[config.mk]
export PLATFORM = sky130hd
export DESIGN_NAME = cpu_wait_sequencer
export DESIGN_NICKNAME = d
export VERILOG_FILES = /design/src/shared/cpu_wait_pkg.sv /design/src/rtl/cpu_wait_sequencer.sv
export VERILOG_INCLUDE_DIRS = /design/src /design/src/shared
export SDC_FILE = /design/constraint.sdc
export NUM_CORES = 1
export LEC_CHECK = 0
export BUFFER_PORTS_ARGS = -buffer_cell sky130_fd_sc_hd__buf_2
export CORE_MARGIN = 2
export CORE_UTILIZATION = 40
export CTS_CLUSTER_SIZE = 10
export DETAILED_ROUTE_END_ITERATION = 10
export PLACE_DENSITY = 0.82
export SLEW_MARGIN = 25
export SYNTH_ARGS = -nofsm -noshare
export SYNTH_HDL_FRONTEND = slang
export SYNTH_SLANG_ARGS = --single-unit
[constraint.sdc]
create_clock -name sys_clk -period 1.9 [get_ports sys_clk]
set_input_delay 0.38 -clock sys_clk [delete_from_list [all_inputs] [get_ports sys_clk]]
set_output_delay 0.38 -clock sys_clk [all_outputs]
set_load 0.01 [all_outputs]
[src/shared/cpu_wait_map.svh]
`ifndef CPU_WAIT_MAP_SVH
`define CPU_WAIT_MAP_SVH

// Wait lengths in periods of the high-frequency clock
`define WAIT_LONG_EXP       10
`define WAIT_SHORT_EXP      3
`define WAIT_LONG_CYCLES    11'h400
`define WAIT_SHORT_CYCLES   11'h008
`define WAIT_CNT_W          11

// Target mode codes on wake_target
`define TARGET_NORMAL       1'b0
`define TARGET_SLOW         1'b1

// Source mode codes on wake_source
`define SRC_STOP            2'h0
`define SRC_IDLE            2'h1
`define SRC_SLEEP           2'h2

`define IRQ_W               16

`endif

[src/shared/cpu_wait_pkg.sv]
`default_nettype none
package cpu_wait_pkg;
   typedef enum logic [1:0] {
      st_reset_wait = 2'b00,
      st_run        = 2'b01,
      st_wake_wait  = 2'b10
   } wait_state_t;
endpackage
`default_nettype wire

[src/rtl/cpu_wait_sequencer.sv]
`timescale 1ns/1ps
`default_nettype none
`include "cpu_wait_map.svh"

// Notes on behaviour
// STOP to NORMAL, control 1: 1024 cycles
// STOP to SLOW, control 1: 8 cycles
// Idle to NORMAL, control 0: 1024 cycles
// Sleep to SLOW, control 0: 8 cycles
// Wake waits halt CPU, peripherals run
// Interrupts latch during wake waits
// Latched interrupts serviced only after wait
// Reset wait holds CPU and peripherals 1024
module cpu_wait_sequencer
   import cpu_wait_pkg::*;
(
   // Clock and reset (high_freq_clock)
   input  wire logic                  sys_clk,
   input  wire logic                  rst_n,
   // Wake request from the mode controller
   input  wire logic                  wake_req,
   input  wire logic [1:0]            wake_source,
   input  wire logic                  wake_target,
   input  wire logic                  nvm_power_down,
   // Interrupt side
   input  wire logic [`IRQ_W-1:0]     irq_req,
   input  wire logic [`IRQ_W-1:0]     irq_clear,
   input  wire logic                  master_interrupt_enable,
   // Hold, done and interrupt outputs
   output logic                       cpu_hold,
   output logic                       periph_hold,
   output logic                       wait_done,
   output logic [`IRQ_W-1:0]          interrupt_pending_latch,
   output logic                       irq_accept
);

   // State and wait counter
   wait_state_t                 state;
   wait_state_t                 next_state;
   logic [`WAIT_CNT_W-1:0]      count;
   logic [`WAIT_CNT_W-1:0]      next_count;
   wire logic [`WAIT_CNT_W-1:0] count_dec;
   wire logic [`WAIT_CNT_W-1:0] wake_len;
   wire logic                   count_last;
   wire logic                   in_wait;

   // Wake decode
   wire logic                   src_stop;
   wire logic                   src_idle;
   wire logic                   src_sleep;
   wire logic                   to_normal;
   wire logic                   to_slow;
   wire logic                   stop_long;
   wire logic                   stop_short;
   wire logic                   idle_long;
   wire logic                   sleep_short;
   wire logic                   wake_long;
   wire logic                   wake_short;
   wire logic                   wake_valid;
   wire logic                   wake_taken;

   // Registered outputs and their next values
   logic                        wait_done_q;
   wire logic                   next_cpu_hold;
   wire logic                   next_periph_hold;
   wire logic                   next_wait_done;

   // Interrupt latch terms, one bit per source, then the acceptance terms
   wire logic [`IRQ_W-1:0]      latch_set;
   wire logic [`IRQ_W-1:0]      latch_clear;
   wire logic [`IRQ_W-1:0]      next_latch;
   wire logic                   any_pending;
   wire logic                   cpu_running;

   // Where the core is waking from and where it is going
   assign src_stop    = wake_source == `SRC_STOP;
   assign src_idle    = wake_source == `SRC_IDLE;
   assign src_sleep   = wake_source == `SRC_SLEEP;
   assign to_normal   = wake_target == `TARGET_NORMAL;
   assign to_slow     = wake_target == `TARGET_SLOW;

   // Pick the wait length from source, target and control bit
   assign stop_long   = src_stop && nvm_power_down && to_normal;
   assign stop_short  = src_stop && nvm_power_down && to_slow;
   assign idle_long   = src_idle && !nvm_power_down && to_normal;
   assign sleep_short = src_sleep && !nvm_power_down && to_slow;
   assign wake_long   = stop_long || idle_long;
   assign wake_short  = stop_short || sleep_short;
   assign wake_len    = wake_long ? `WAIT_LONG_CYCLES : `WAIT_SHORT_CYCLES;

   // Combinations outside the table wake with no wait at all
   assign wake_valid  = wake_req && (wake_long || wake_short);
   // A request seen during a wait is dropped, not queued
   assign wake_taken  = !in_wait && wake_valid;

   // Eleven bits hold the long count; it runs down to zero and rests there until reloaded
   assign count_dec   = count - `WAIT_CNT_W'(1);
   assign count_last  = count == `WAIT_CNT_W'(1);
   assign in_wait     = state != st_run;

   // Next state
   always_comb begin
      next_state = state;
      case (state)
         st_reset_wait: begin
            if (count_last) begin
               next_state = st_run;
            end
         end
         st_run: begin
            if (wake_taken) begin
               next_state = st_wake_wait;
            end
         end
         st_wake_wait: begin
            if (count_last) begin
               next_state = st_run;
            end
         end
         default: begin
            next_state = st_reset_wait;
         end
      endcase
   end

   // Wait counter: loaded on a taken wake, runs down in either wait
   always_comb begin
      next_count = count;
      case (state)
         st_reset_wait: begin
            next_count = count_dec;
         end
         st_run: begin
            if (wake_taken) begin
               next_count = wake_len;
            end
         end
         st_wake_wait: begin
            next_count = count_dec;
         end
         default: begin
            next_count = `WAIT_LONG_CYCLES;
         end
      endcase
   end

   // State register
   always_ff @(posedge sys_clk or negedge rst_n) begin
      if (!rst_n) begin
         state <= st_reset_wait;
      end else begin
         state <= next_state;
      end
   end

   // Reset starts the long count straight away
   always_ff @(posedge sys_clk or negedge rst_n) begin
      if (!rst_n) begin
         count <= `WAIT_LONG_CYCLES;
      end else begin
         count <= next_count;
      end
   end

   // Holds follow the state being entered, so they move with it
   assign next_cpu_hold    = next_state != st_run;
   assign next_periph_hold = next_state == st_reset_wait;
   assign next_wait_done   = in_wait && next_state == st_run;

   always_ff @(posedge sys_clk or negedge rst_n) begin
      if (!rst_n) begin
         cpu_hold <= 1'b1;
      end else begin
         cpu_hold <= next_cpu_hold;
      end
   end

   // Peripherals halt only in the wait that follows reset
   always_ff @(posedge sys_clk or negedge rst_n) begin
      if (!rst_n) begin
         periph_hold <= 1'b1;
      end else begin
         periph_hold <= next_periph_hold;
      end
   end

   always_ff @(posedge sys_clk or negedge rst_n) begin
      if (!rst_n) begin
         wait_done_q <= 1'b0;
      end else begin
         wait_done_q <= next_wait_done;
      end
   end

   assign wait_done = wait_done_q;

   // Set beats clear, so a request on the clearing edge is kept
   // Nothing latches in the reset wait, while peripherals are stopped
   genvar i;
   generate
      for (i = 0; i < `IRQ_W; i = i + 1) begin : g_latch
         assign latch_set[i]   = irq_req[i] && !periph_hold;
         assign latch_clear[i] = irq_clear[i];
         assign next_latch[i]  = latch_set[i]
                                 || (interrupt_pending_latch[i]
                                     && !latch_clear[i]);
      end
   endgenerate

   always_ff @(posedge sys_clk or negedge rst_n) begin
      if (!rst_n) begin
         interrupt_pending_latch <= '0;
      end else begin
         interrupt_pending_latch <= next_latch;
      end
   end

   // Acceptance only once the CPU runs again
   assign any_pending = |interrupt_pending_latch;
   assign cpu_running = !cpu_hold;
   assign irq_accept  = cpu_running && master_interrupt_enable
                        && any_pending;

endmodule
`default_nettype wire

## After elaboration in Yosys (flattened, before gate mapping)

Index checks and enable logic that the tools add are counted.

- $add $sub $neg: 1
- Equal/unequal tests: 9
- Reductions and logical operators: 88
- Multiplexer cells: 6
- Bitwise gates (word level): 1

Operators with widths:

| operator | number |
|---|---|
| logical AND 1 bit | 44 |
| two-way mux 11 bit | 2 |
| one-hot mux 11 bit (2 select lines) | 1 |
| logical NOT 1 bit | 20 |
| logical OR 1 bit | 19 |
| OR reduction 16 bit | 1 |
| == test 11 x 1 -> 1 bit, second input constant | 1 |
| subtractor 11 x 1 -> 11 bit, second input constant | 1 |
| == test 2 x 1 -> 1 bit, second input constant | 3 |
| logical NOT 2 bit | 3 |
| == test 2 bit, second input constant | 2 |
| two-way mux 2 bit | 2 |
| != test 2 x 1 -> 1 bit, second input constant | 2 |
| one-hot mux 2 bit (2 select lines) | 1 |
| != test 2 bit, second input constant | 1 |
| OR reduction 2 bit | 1 |
| NOT 1 bit | 1 |

- Bits in registers: 32
- Logic and storage cells: 111
- Output and inout port bits: 20

## Longest topological paths before layout

Gate-level depths: netlist of run 1.

- Depth after elaboration: 11
- Depth in mapped cells: 7
- Depth with buffers taken out: 6

## Worst setup path before layout of run 1

No wires, ideal clock.

- Path kind: reg2reg
- Start: register count[1]
- End: register state[1]
- Data required time: 1.764 ns
- Library setup time: 0.136 ns
- Arrival: 1.616 ns
- Period minus slack after synthesis: 1.752 ns
- Cell stages (with the launch flop): 7
- Setup slack: 0.148 ns
- Cell sequence: dfrtp_1 inv_1 ha_1 or3b_2 or4_4 nand2_2 o22ai_2

- Word-level cells in the longest chain between the ends: 3

Ends and longest elaborated chain:

| what | line | RTL |
|---|---|---|
| start, declared | cpu_wait_sequencer.sv:40 | `` logic [`WAIT_CNT_W-1:0] count; `` |
| start signal, assigned | cpu_wait_sequencer.sv:159 | `` count <= `WAIT_LONG_CYCLES; `` |
| start signal, assigned | cpu_wait_sequencer.sv:161 | `count <= next_count;` |
| == test 11 x 1 -> 1 bit | cpu_wait_sequencer.sv:98 | `` assign count_last = count == `WAIT_CNT_W'(1); `` |
| two-way mux 2 bit | cpu_wait_sequencer.sv:106, cpu_wait_sequencer.sv:116 |  |
| one-hot mux 2 bit (2 select lines) | cpu_wait_sequencer.sv:104 | `case (state)` |
| named net next_state[1] | cpu_wait_sequencer.sv:39 | `wait_state_t next_state;` |
| end signal, assigned | cpu_wait_sequencer.sv:150 | `state <= st_reset_wait;` |
| end signal, assigned | cpu_wait_sequencer.sv:152 | `state <= next_state;` |
| end, declared | cpu_wait_sequencer.sv:38 | `wait_state_t state;` |

The timed path passes the listed nets, and every way through them passes these cells.
A chain may end at the register's enable or synchronous reset.

## Final worst setup path of run 1

Same ends and word-level chain as after synthesis.

==> results.json, run 1 <==
{
  "status": "finished clean",
  "synthMostInstantiatedCell": "inv_1",
  "grt_overflow": 0,
  "drt-vias-per-instance": 4.94,
  "ys_types": 40,
  "cpPeakStageDelay_ns": 0.47,
  "hold_class": "in -> async",
  "cp-start-kind": "flop",
  "critical_path_class": "reg -> reg",
  "cp.arrival_ns": 1.95,
  "clockRootBuffer": "clkbuf_8",
  "synth_area_mm2": 0.00156,
  "maxSlewHeadroom_pct": 55.4,
  "regArea_um2": 805,
  "postCtsSetupRepairBufs": 0,
  "area_delta_synth_final_pct": 28.4,
  "netlist_instances": 155,
  "cts_inserted_buffers": 5,
  "crit_path_end_kind": "flop",
  "synthFlopType": "dfrtp_1",
  "die-width_um": 66.4,
  "cts_tree": "yes",
  "fin_crit_ns": 1.81,
  "holdBufCountCts": 0,
  "slowest_stage": "or4_4",
  "nNetsFinal": 259,
  "io_pins": 60,
  "cts_sinks": 32,
  "drt_pass1_iterations": 5,
  "syn_nets": 197,
  "hold_violations": 0,
  "p_leak_nw": 0.985,
  "core.rowCount": 22,
  "antenna_left": 0,
  "clockBufferDepth": 2,
  "synth.top_cells.by_count": "inv_1 (35), dfrtp_1 (29), o22ai_1 (17), nor4_1 (6), o2bb2ai_1 (6)",
  "async_flop_share_pct": 100,
  "io_buffer_count": 59,
  "grt_antenna_before_repair": 0,
  "worstRegToRegCells": 6,
  "synth_edf_count": 0,
  "wl_per_cell_um": 12.0,
  "skew_ns": 0.00625,
  "synth_seq_cells": 32,
  "grt_pass1_wl_mm": 4.72,
  "synth.area.top_cells": "dfrtp_1 (47%), inv_1 (8.4%), o22ai_1 (6.8%)",
  "p_per_area_mw_per_mm2": 655,
  "crit_family": "simple AND/OR/NAND/NOR gates",
  "fin_tns_setup_ns": 0,
  "hpwl_mm": 2.45,
  "path_max_fanout": 4,
  "route.detailed.drc": 0,
  "period_share_pct": 95.0,
  "yosysTopAreaCellShare_pct": 46.6,
  "timing.max_cap.violations": 0,
  "synth_warnings": 0,
  "htree_levels": 2,
  "die_h_um": 66.4,
  "fp.dieArea_mm2": 0.00441,
  "worstMarginPinSlew_ns": 0.670,
  "clk_latency_ns": 0.27,
  "postCtsResizedCells": 0,
  "slew_violations": 0,
  "timing.fmax_mhz": 554,
  "crit_buf_inv": 1,
  "diodes": 0,
  "nFillCells": 315,
  "worstPathCellList": "inv_2, ha_1, or3b_2, or4_4, nand2_2, o22ai_2",
  "drive_gt1_share_pct": 38.1,
  "multi_input_area_um2": 594,
  "irDropWorstVdd_mv": 0.330,
  "coreArea_mm2": 0.00372,
  "syn_area_per_cell_um2": 10.0,
  "clk_pin_slew_ns": 0.07,
  "yosysTopAreaCell": "dfrtp_1",
  "floorplan.initialDensity_pct": 41.9,
  "vias": 1313,
  "drt_iter0_drc": 18,
  "grt_max_degree": 33,
  "rsz0062_at_grt": "false",
  "setup_viol": 0,
  "hold-worst-slack_ns": 0.141,
  "grt_pass1_vias": 1103,
  "grt_usage_pct": 14.1,
  "crit_required_ns": 2.04,
  "worst-path-stages": 6,
  "place.gp.congestion": 0.737,
  "wl_mm": 3.20,
  "yosysSeqAreaShare_pct": 51.6
}
logic make-up (layout without fill, tap and decap cells):
family | Yosys count | count (layout) | share of synthesized area, %
and+or+nand+nor | 36 | 36 | 14.9
AOI/OAI and AO/OA | 36 | 36 | 16.7
buffers and inverters | 41 | 104 | 10.6
adders and majority gates | 2 | 2 | 1.61
muxes | 1 | 1 | 0.643
DFF | 32 | 32 | 51.6
xor gates and xnor gates | 7 | 7 | 3.94
layer usage:
layer	GRT usage (%)	vias to the layer above	part of all wire, %
li1	-	650	-
met1	15.0	610	43
met2	26.8	53	48
met3	5.28	0	9.0
met4	2.30	0	0
met5	0	-	0
registers in the layout (all words and copies together), names as in the netlist:
name / count
count: 11
cpu_hold: 1
interrupt_pending_latch: 16
periph_hold: 1
state: 2
wait_done: 1
power by group:
group	switching [mW]	internal (mW)
Sequential	0.00000000000000193	0.682
Clock	0.229	0.330
Combinational	0.0329	0.0354
Total	0.262	1.05
area by class of cell:
class / count / area share [%]
timing repair buffer: 61 / 15.5
sequential: 32 / 40.2
multi-input combinational: 82 / 29.7
tap: 48 / 3.00
inverter: 35 / 6.57
clock buffer: 8 / 5.00
metrics by stage:
stage	area, µm²	utilization (%)	cells	setup slack (ns)	total power [mW]
final	2000	53.8	266	0.0945	1.31
after global routing	2000	53.8	266	0.0344	1.37
after CTS	1990	53.7	266	0.0173	1.33
after detailed placement	1890	51.0	258	0.0743	0.763
after global placement	1890	51.0	258	0.120	0.761
after floorplan	1560	-	155	0.148	0.707
final timing paths:
kind | slack [ns] | end | from
hold reg to reg | 0.53 | count[10] | count[10]
hold / removal | 0.14 | wait_done | rst_n
min in group sys_clk | 0.28 | interrupt_pending_latch[13] | irq_clear[13]
max in group asynchronous | 1.33 | interrupt_pending_latch[8] | rst_n
setup reg to reg | 0.09 | state[1] | count[1]
setup / recovery | 0.09 | state[1] | count[1]
placed cells by master, fill, tap and decap left out, types with 4 or more instances in the layout:
| master | count |
|---|---|
| buf_2 | 59 |
| clkbuf_8 | 7 |
| dfrtp_1 | 29 |
| inv_1 | 34 |
| nand2_1 | 4 |
| nor2_1 | 4 |
| nor3_1 | 4 |
| nor4_1 | 5 |
| o22ai_1 | 17 |
| o2bb2ai_1 | 6 |
| xor2_1 | 4 |
Note: power is estimated with default switching activity, not from simulation.
==> run 2, diff against run 1 <==
==> constraint.sdc (replaced) <==
create_clock -name sys_clk -period 1.6 [get_ports sys_clk]
set_input_delay 0.32 -clock sys_clk [delete_from_list [all_inputs] [get_ports sys_clk]]
set_output_delay 0.32 -clock sys_clk [all_outputs]
set_load 0.01 [all_outputs]
==> run 2 against run 1 <==
Effect of this change:
- the run now ends with negative setup slack left
- first-iteration DRC count rose to 3.0 times the previous value
- sequential share of layout area fell by 3.8 points
- cell count rose by 6.4%
- worst hold slack got worse by 0.055 ns
- count of clock-buffer cells in the layout did not move
- total power rose by 19%
- via count rose by 4.1%
- clock power rose by 19%
- die area did not move
- utilization rose by 5.7 points
- clock skew fell by 0.00070 ns
- combinational power rose by 22%
==> results.json, run 2 (same netlist as run 1, synthesis figures left out) <==
{
  "antenna_left": 0,
  "wl_mm": 3.56,
  "grt_pass1_wl_mm": 5.66,
  "place.gp.congestion": 0.716,
  "setup_viol": 7,
  "cp-start-kind": "flop",
  "worstMarginPinSlew_ns": 0.700,
  "vias": 1367,
  "route.detailed.drc": 0,
  "timing.fmax_mhz": 593,
  "fin_cells": 283,
  "cp.arrival_ns": 1.85,
  "setup_ws_ns": -0.0860,
  "period_share_pct": 105,
  "grt_antenna_before_repair": 0,
  "coreArea_mm2": 0.00372,
  "p_per_area_mw_per_mm2": 706,
  "slew_violations": 0,
  "fin_tns_setup_ns": -0.313,
  "dp_slack_ns": -0.154,
  "floorplan.initialDensity_pct": 41.9,
  "timing.max_cap.violations": 0,
  "io_pins": 60,
  "clk_pin_slew_ns": 0.06,
  "grt_usage_pct": 17.1,
  "critical_path_class": "reg -> reg",
  "violations": "negative setup slack",
  "drive_gt1_share_pct": 46.4,
  "wl_per_cell_um": 12.6,
  "io_buffer_count": 59,
  "diodes": 0,
  "skew_ns": 0.00555,
  "worstRegToRegCells": 5,
  "reg_top3": "interrupt_pending_latch x16, count x11, state x2",
  "startpoint": "count[0]",
  "hold_class": "in -> async",
  "fin_crit_ns": 1.69,
  "clockRootBuffer": "clkbuf_8",
  "nNetsFinal": 276,
  "clockBufferDepth": 2,
  "irDropWorstVdd_mv": 0.425,
  "die-width_um": 66.4,
  "hold_violations": 0,
  "grt_max_degree": 33,
  "crit_path_end_kind": "flop",
  "core.rowCount": 22,
  "clk_latency_ns": 0.28,
  "maxSlewHeadroom_pct": 53.4,
  "fp.dieArea_mm2": 0.00441,
  "final_cell_mix": "buf_2 (59), inv_1 (34), dfrtp_1 (29)",
  "cts_sinks": 32,
  "cts_tree": "yes",
  "fin_util_pct": 59.5,
  "r2r-end": "state[1]",
  "cts_inserted_buffers": 5,
  "hpwl_mm": 2.64,
  "r2r-start": "count[0]",
  "r2r_slack_ns": -0.09,
  "area_delta_synth_final_pct": 42.0,
  "final_common_cell": "buf_2",
  "holdBufCountCts": 0,
  "drt_pass1_iterations": 4,
  "drt_iter0_drc": 54,
  "path_max_fanout": 4,
  "grt_pass1_vias": 1375,
  "status": "finished, violations left",
  "p_leak_nw": 1.08,
  "regArea_um2": 805,
  "multi_input_area_um2": 678,
  "die_h_um": 66.4,
  "crit_required_ns": 1.76,
  "dp_cells": 272,
  "rsz0062_at_grt": "true",
  "drt-vias-per-instance": 4.83,
  "htree_levels": 2,
  "total_power_mw": 1.56,
  "top_register": "interrupt_pending_latch",
  "nFillCells": 294,
  "largest_reg_flops": 16,
  "grt_overflow": 0
}
run 2: changes by cell type in the layout (fill, tap and decap cells not counted), moves of 2 or more:
cell / previous run / this run
buf_4: 2 / 19
nor3_1: 4 / 2
nor4_1: 5 / 1
nor4_2: 1 / 3
nor4_4: 0 / 2
or3b_4: 0 / 2
run 2: worst max-delay path: stages, from the launching register on:
cell     delay (ns)
dfrtp_1        0.41
ha_1           0.17
or3b_4         0.36
or4_4          0.47
nand2_2        0.09
o22ai_2        0.07
run 2: worst max path at each step:
stage	end	slack, ns	cells past startpoint
after detailed placement	state[1]	-0.15	5
after floorplan	state[1]	-0.11	6
after CTS	state[1]	-0.09	6
after global placement	state[1]	-0.1	6
after global routing	count[6]	-0.13	6
final	state[1]	-0.09	5
run 2: per-stage QoR:
step | hold slack [ns] | cell area, µm²
after detailed placement | 0.398 | 2000
after global routing | 0.131 | 2210
final | 0.0860 | 2210
after global placement | 0.396 | 2000
after CTS | 0.0895 | 2160
after floorplan | 0.0244 | 1560
run 2: area by class of cell:
class | instances | area share, %
clock buffers | 8 | 4.52
inverters | 35 | 5.94
multi-input cells | 82 | 30.7
flip-flops and latches | 32 | 36.4
well taps | 48 | 2.71
repair buffers | 78 | 19.8
run 2: where the power goes:
group | internal, mW | switching (mW)
Sequential | 0.810 | 0.00000000000000305
Combinational | 0.0434 | 0.0395
Clock | 0.392 | 0.276
run 2: per-layer routing:
metal	vias up	wire (µm)	track usage, %
li1	687	-	-
met1	631	1460	16.9
met2	49	1830	33.4
met3	0	270	4.26
met4	0	0	6.89
met5	-	0	0
run 2: what timing repair did:
item                       in CTS  in global routing
resized for setup               6                  9
setup endpoints to repair       9                 12
pin swaps                       6                  5
cloned                          0                  0
setup buffers                   3                  0
==> run 3, diff against run 2 <==
--- a/config.mk
+++ b/config.mk
@@ -12,6 +12,7 @@
 export CTS_CLUSTER_SIZE = 10
 export DETAILED_ROUTE_END_ITERATION = 10
 export PLACE_DENSITY = 0.82
+export SKIP_LAST_GASP = 1
 export SLEW_MARGIN = 25
 export SYNTH_ARGS = -nofsm -noshare
 export SYNTH_HDL_FRONTEND = slang
==> constraint.sdc (replaced) <==
create_clock -name sys_clk -period 1.5 [get_ports sys_clk]
set_input_delay 0.3 -clock sys_clk [delete_from_list [all_inputs] [get_ports sys_clk]]
set_output_delay 0.3 -clock sys_clk [all_outputs]
set_load 0.01 [all_outputs]
==> run 3 against run 2 <==
Effect of this change:
- the flow still finishes with violations (negative setup slack)
- critical path depth up 1
- die area unchanged
- critical path type unchanged
- highest routed layer is now met4
- largest cell class unchanged
- non-clock buffer count up 6
- flip-flop and latch count unchanged
- worst hold slack worse by 0.065 ns
==> results.json, run 3 (same netlist as run 1, synthesis figures left out) <==
{
  "route.detailed.drc": 0,
  "drt-vias-per-instance": 4.84,
  "period_share_pct": 112,
  "setup_ws_ns": -0.178,
  "met2_usage_pct": 30.4,
  "reg_top3": "interrupt_pending_latch x16, count x11, state x2",
  "p_leak_nw": 1.13,
  "status": "finished, violations left",
  "irDropWorstVdd_mv": 0.551,
  "clockRootBuffer": "clkbuf_8",
  "cp-start-kind": "flop",
  "largest_reg_flops": 16,
  "clk_latency_ns": 0.28,
  "drive_gt1_share_pct": 49.0,
  "use_met3_pct": 4.94,
  "cts_inserted_buffers": 5,
  "fin_tns_setup_ns": -1.18,
  "grt_usage_pct": 16.8,
  "place.gp.congestion": 0.759,
  "grt_antenna_before_repair": 0,
  "core.rowCount": 22,
  "slew_violations": 0,
  "vias": 1398,
  "skew_ns": 0.00833,
  "area_delta_synth_final_pct": 47.9,
  "htree_levels": 2,
  "hold_violations": 0,
  "cts_tree": "yes",
  "diodes": 0,
  "total_power_mw": 1.84,
  "met1_usage_pct": 18.9,
  "drt_iter0_drc": 19,
  "dp_slack_ns": -0.223,
  "cts_sinks": 32,
  "dp_cells": 277,
  "maxSlewHeadroom_pct": 74.1,
  "die_h_um": 66.4,
  "wl_mm": 3.57,
  "clk_pin_slew_ns": 0.07,
  "cp.arrival_ns": 1.84,
  "critical_path_class": "reg -> reg",
  "grt_pass1_vias": 1251,
  "grt_max_degree": 33,
  "io_buffer_count": 59,
  "fin_cells": 289,
  "grt_overflow": 0,
  "fin_crit_ns": 1.68,
  "rsz0062_at_grt": "true",
  "top_register": "interrupt_pending_latch",
  "antenna_left": 0,
  "drt_pass1_iterations": 4,
  "r2r_slack_ns": -0.18,
  "die-width_um": 66.4,
  "clockBufferDepth": 2,
  "hold_class": "in -> async",
  "wl_per_cell_um": 12.4,
  "top_usage_layer": "met2",
  "p_per_area_mw_per_mm2": 799,
  "worstMarginPinSlew_ns": 0.389,
  "hpwl_mm": 2.58,
  "coreArea_mm2": 0.00372,
  "nNetsFinal": 282,
  "setup_viol": 10,
  "violations": "negative setup slack",
  "final_cell_mix": "buf_2 (59), inv_1 (34), dfrtp_1 (29)",
  "crit_required_ns": 1.66,
  "timing.max_cap.violations": 0,
  "fp.dieArea_mm2": 0.00441,
  "timing.fmax_mhz": 596,
  "crit_path_end_kind": "flop",
  "hold-worst-slack_ns": 0.0210,
  "path_max_fanout": 4,
  "final_common_cell": "buf_2",
  "io_pins": 60,
  "floorplan.initialDensity_pct": 41.9,
  "grt_pass1_wl_mm": 5.52
}
-- run 3: cell types whose count changed in the layout (fill, tap and decap cells not counted), sizes merged --
cell and change:
buf +6, bufinv +1, clkbuf -1
-- run 3: power by group --
group | total [mW] | leakage [nW] | switching, mW | internal (mW)
clock network | 0.886 | 0.0645 | 0.301 | 0.585
registers | 0.864 | 0.414 | 0.00000000000000238 | 0.864
logic | 0.0898 | 0.654 | 0.0418 | 0.0480
-- run 3: layout make-up --
cell class              count  area, µm²
fillers                   285       1410
flip-flops and latches     32        805
multi-input cells          82        698
repair buffers             84        483
inverters                  35        131
clock buffers               7       96.3
well taps                  48       60.1
clock inverters             1       30.0
-- run 3: per-stage QoR --
stage          util [%]  area [µm²]
5_1_grt            62.0        2300
2_1_floorplan         -        1590
4_1_cts            60.8        2260
6_report           62.0        2300
3_5_place_dp       55.4        2060
3_3_place_gp       55.4        2060
-- run 3: final timing paths --
path / cells after the start / from / endpoint
setup / recovery: 6 / count[1] / state[1]
hold / removal: 2 / rst_n / count[1]
setup reg to reg: 6 / count[1] / state[1]
hold reg to reg: 2 / interrupt_pending_latch[8] / interrupt_pending_latch[8]
max in group asynchronous: 2 / rst_n / cpu_hold
min in group sys_clk: 2 / irq_clear[13] / interrupt_pending_latch[13]
-- run 3: timing repair --
item,CTS,global route
hold buffers,0,0
gates resized for setup,12,4
endpoints found under the setup margin,12,12
pin swaps,7,8
buffers inserted,2,2
-- run 3: layer usage --
metal | part of all wire (%) | wire length, µm | vias to the layer above
li1 | - | - | 696
met1 | 41 | 1460 | 635
met2 | 49 | 1740 | 62
met3 | 9.1 | 324 | 5
met4 | 1.4 | 50 | 0
met5 | 0 | 0 | -
-- run 3: worst max-delay path: stages, from the launching register on --
cell     delay (ns)
dfrtp_1        0.39
inv_2          0.08
ha_4           0.11
or3b_4         0.35
or4_4          0.48
nand2_2        0.09
o22ai_2        0.06
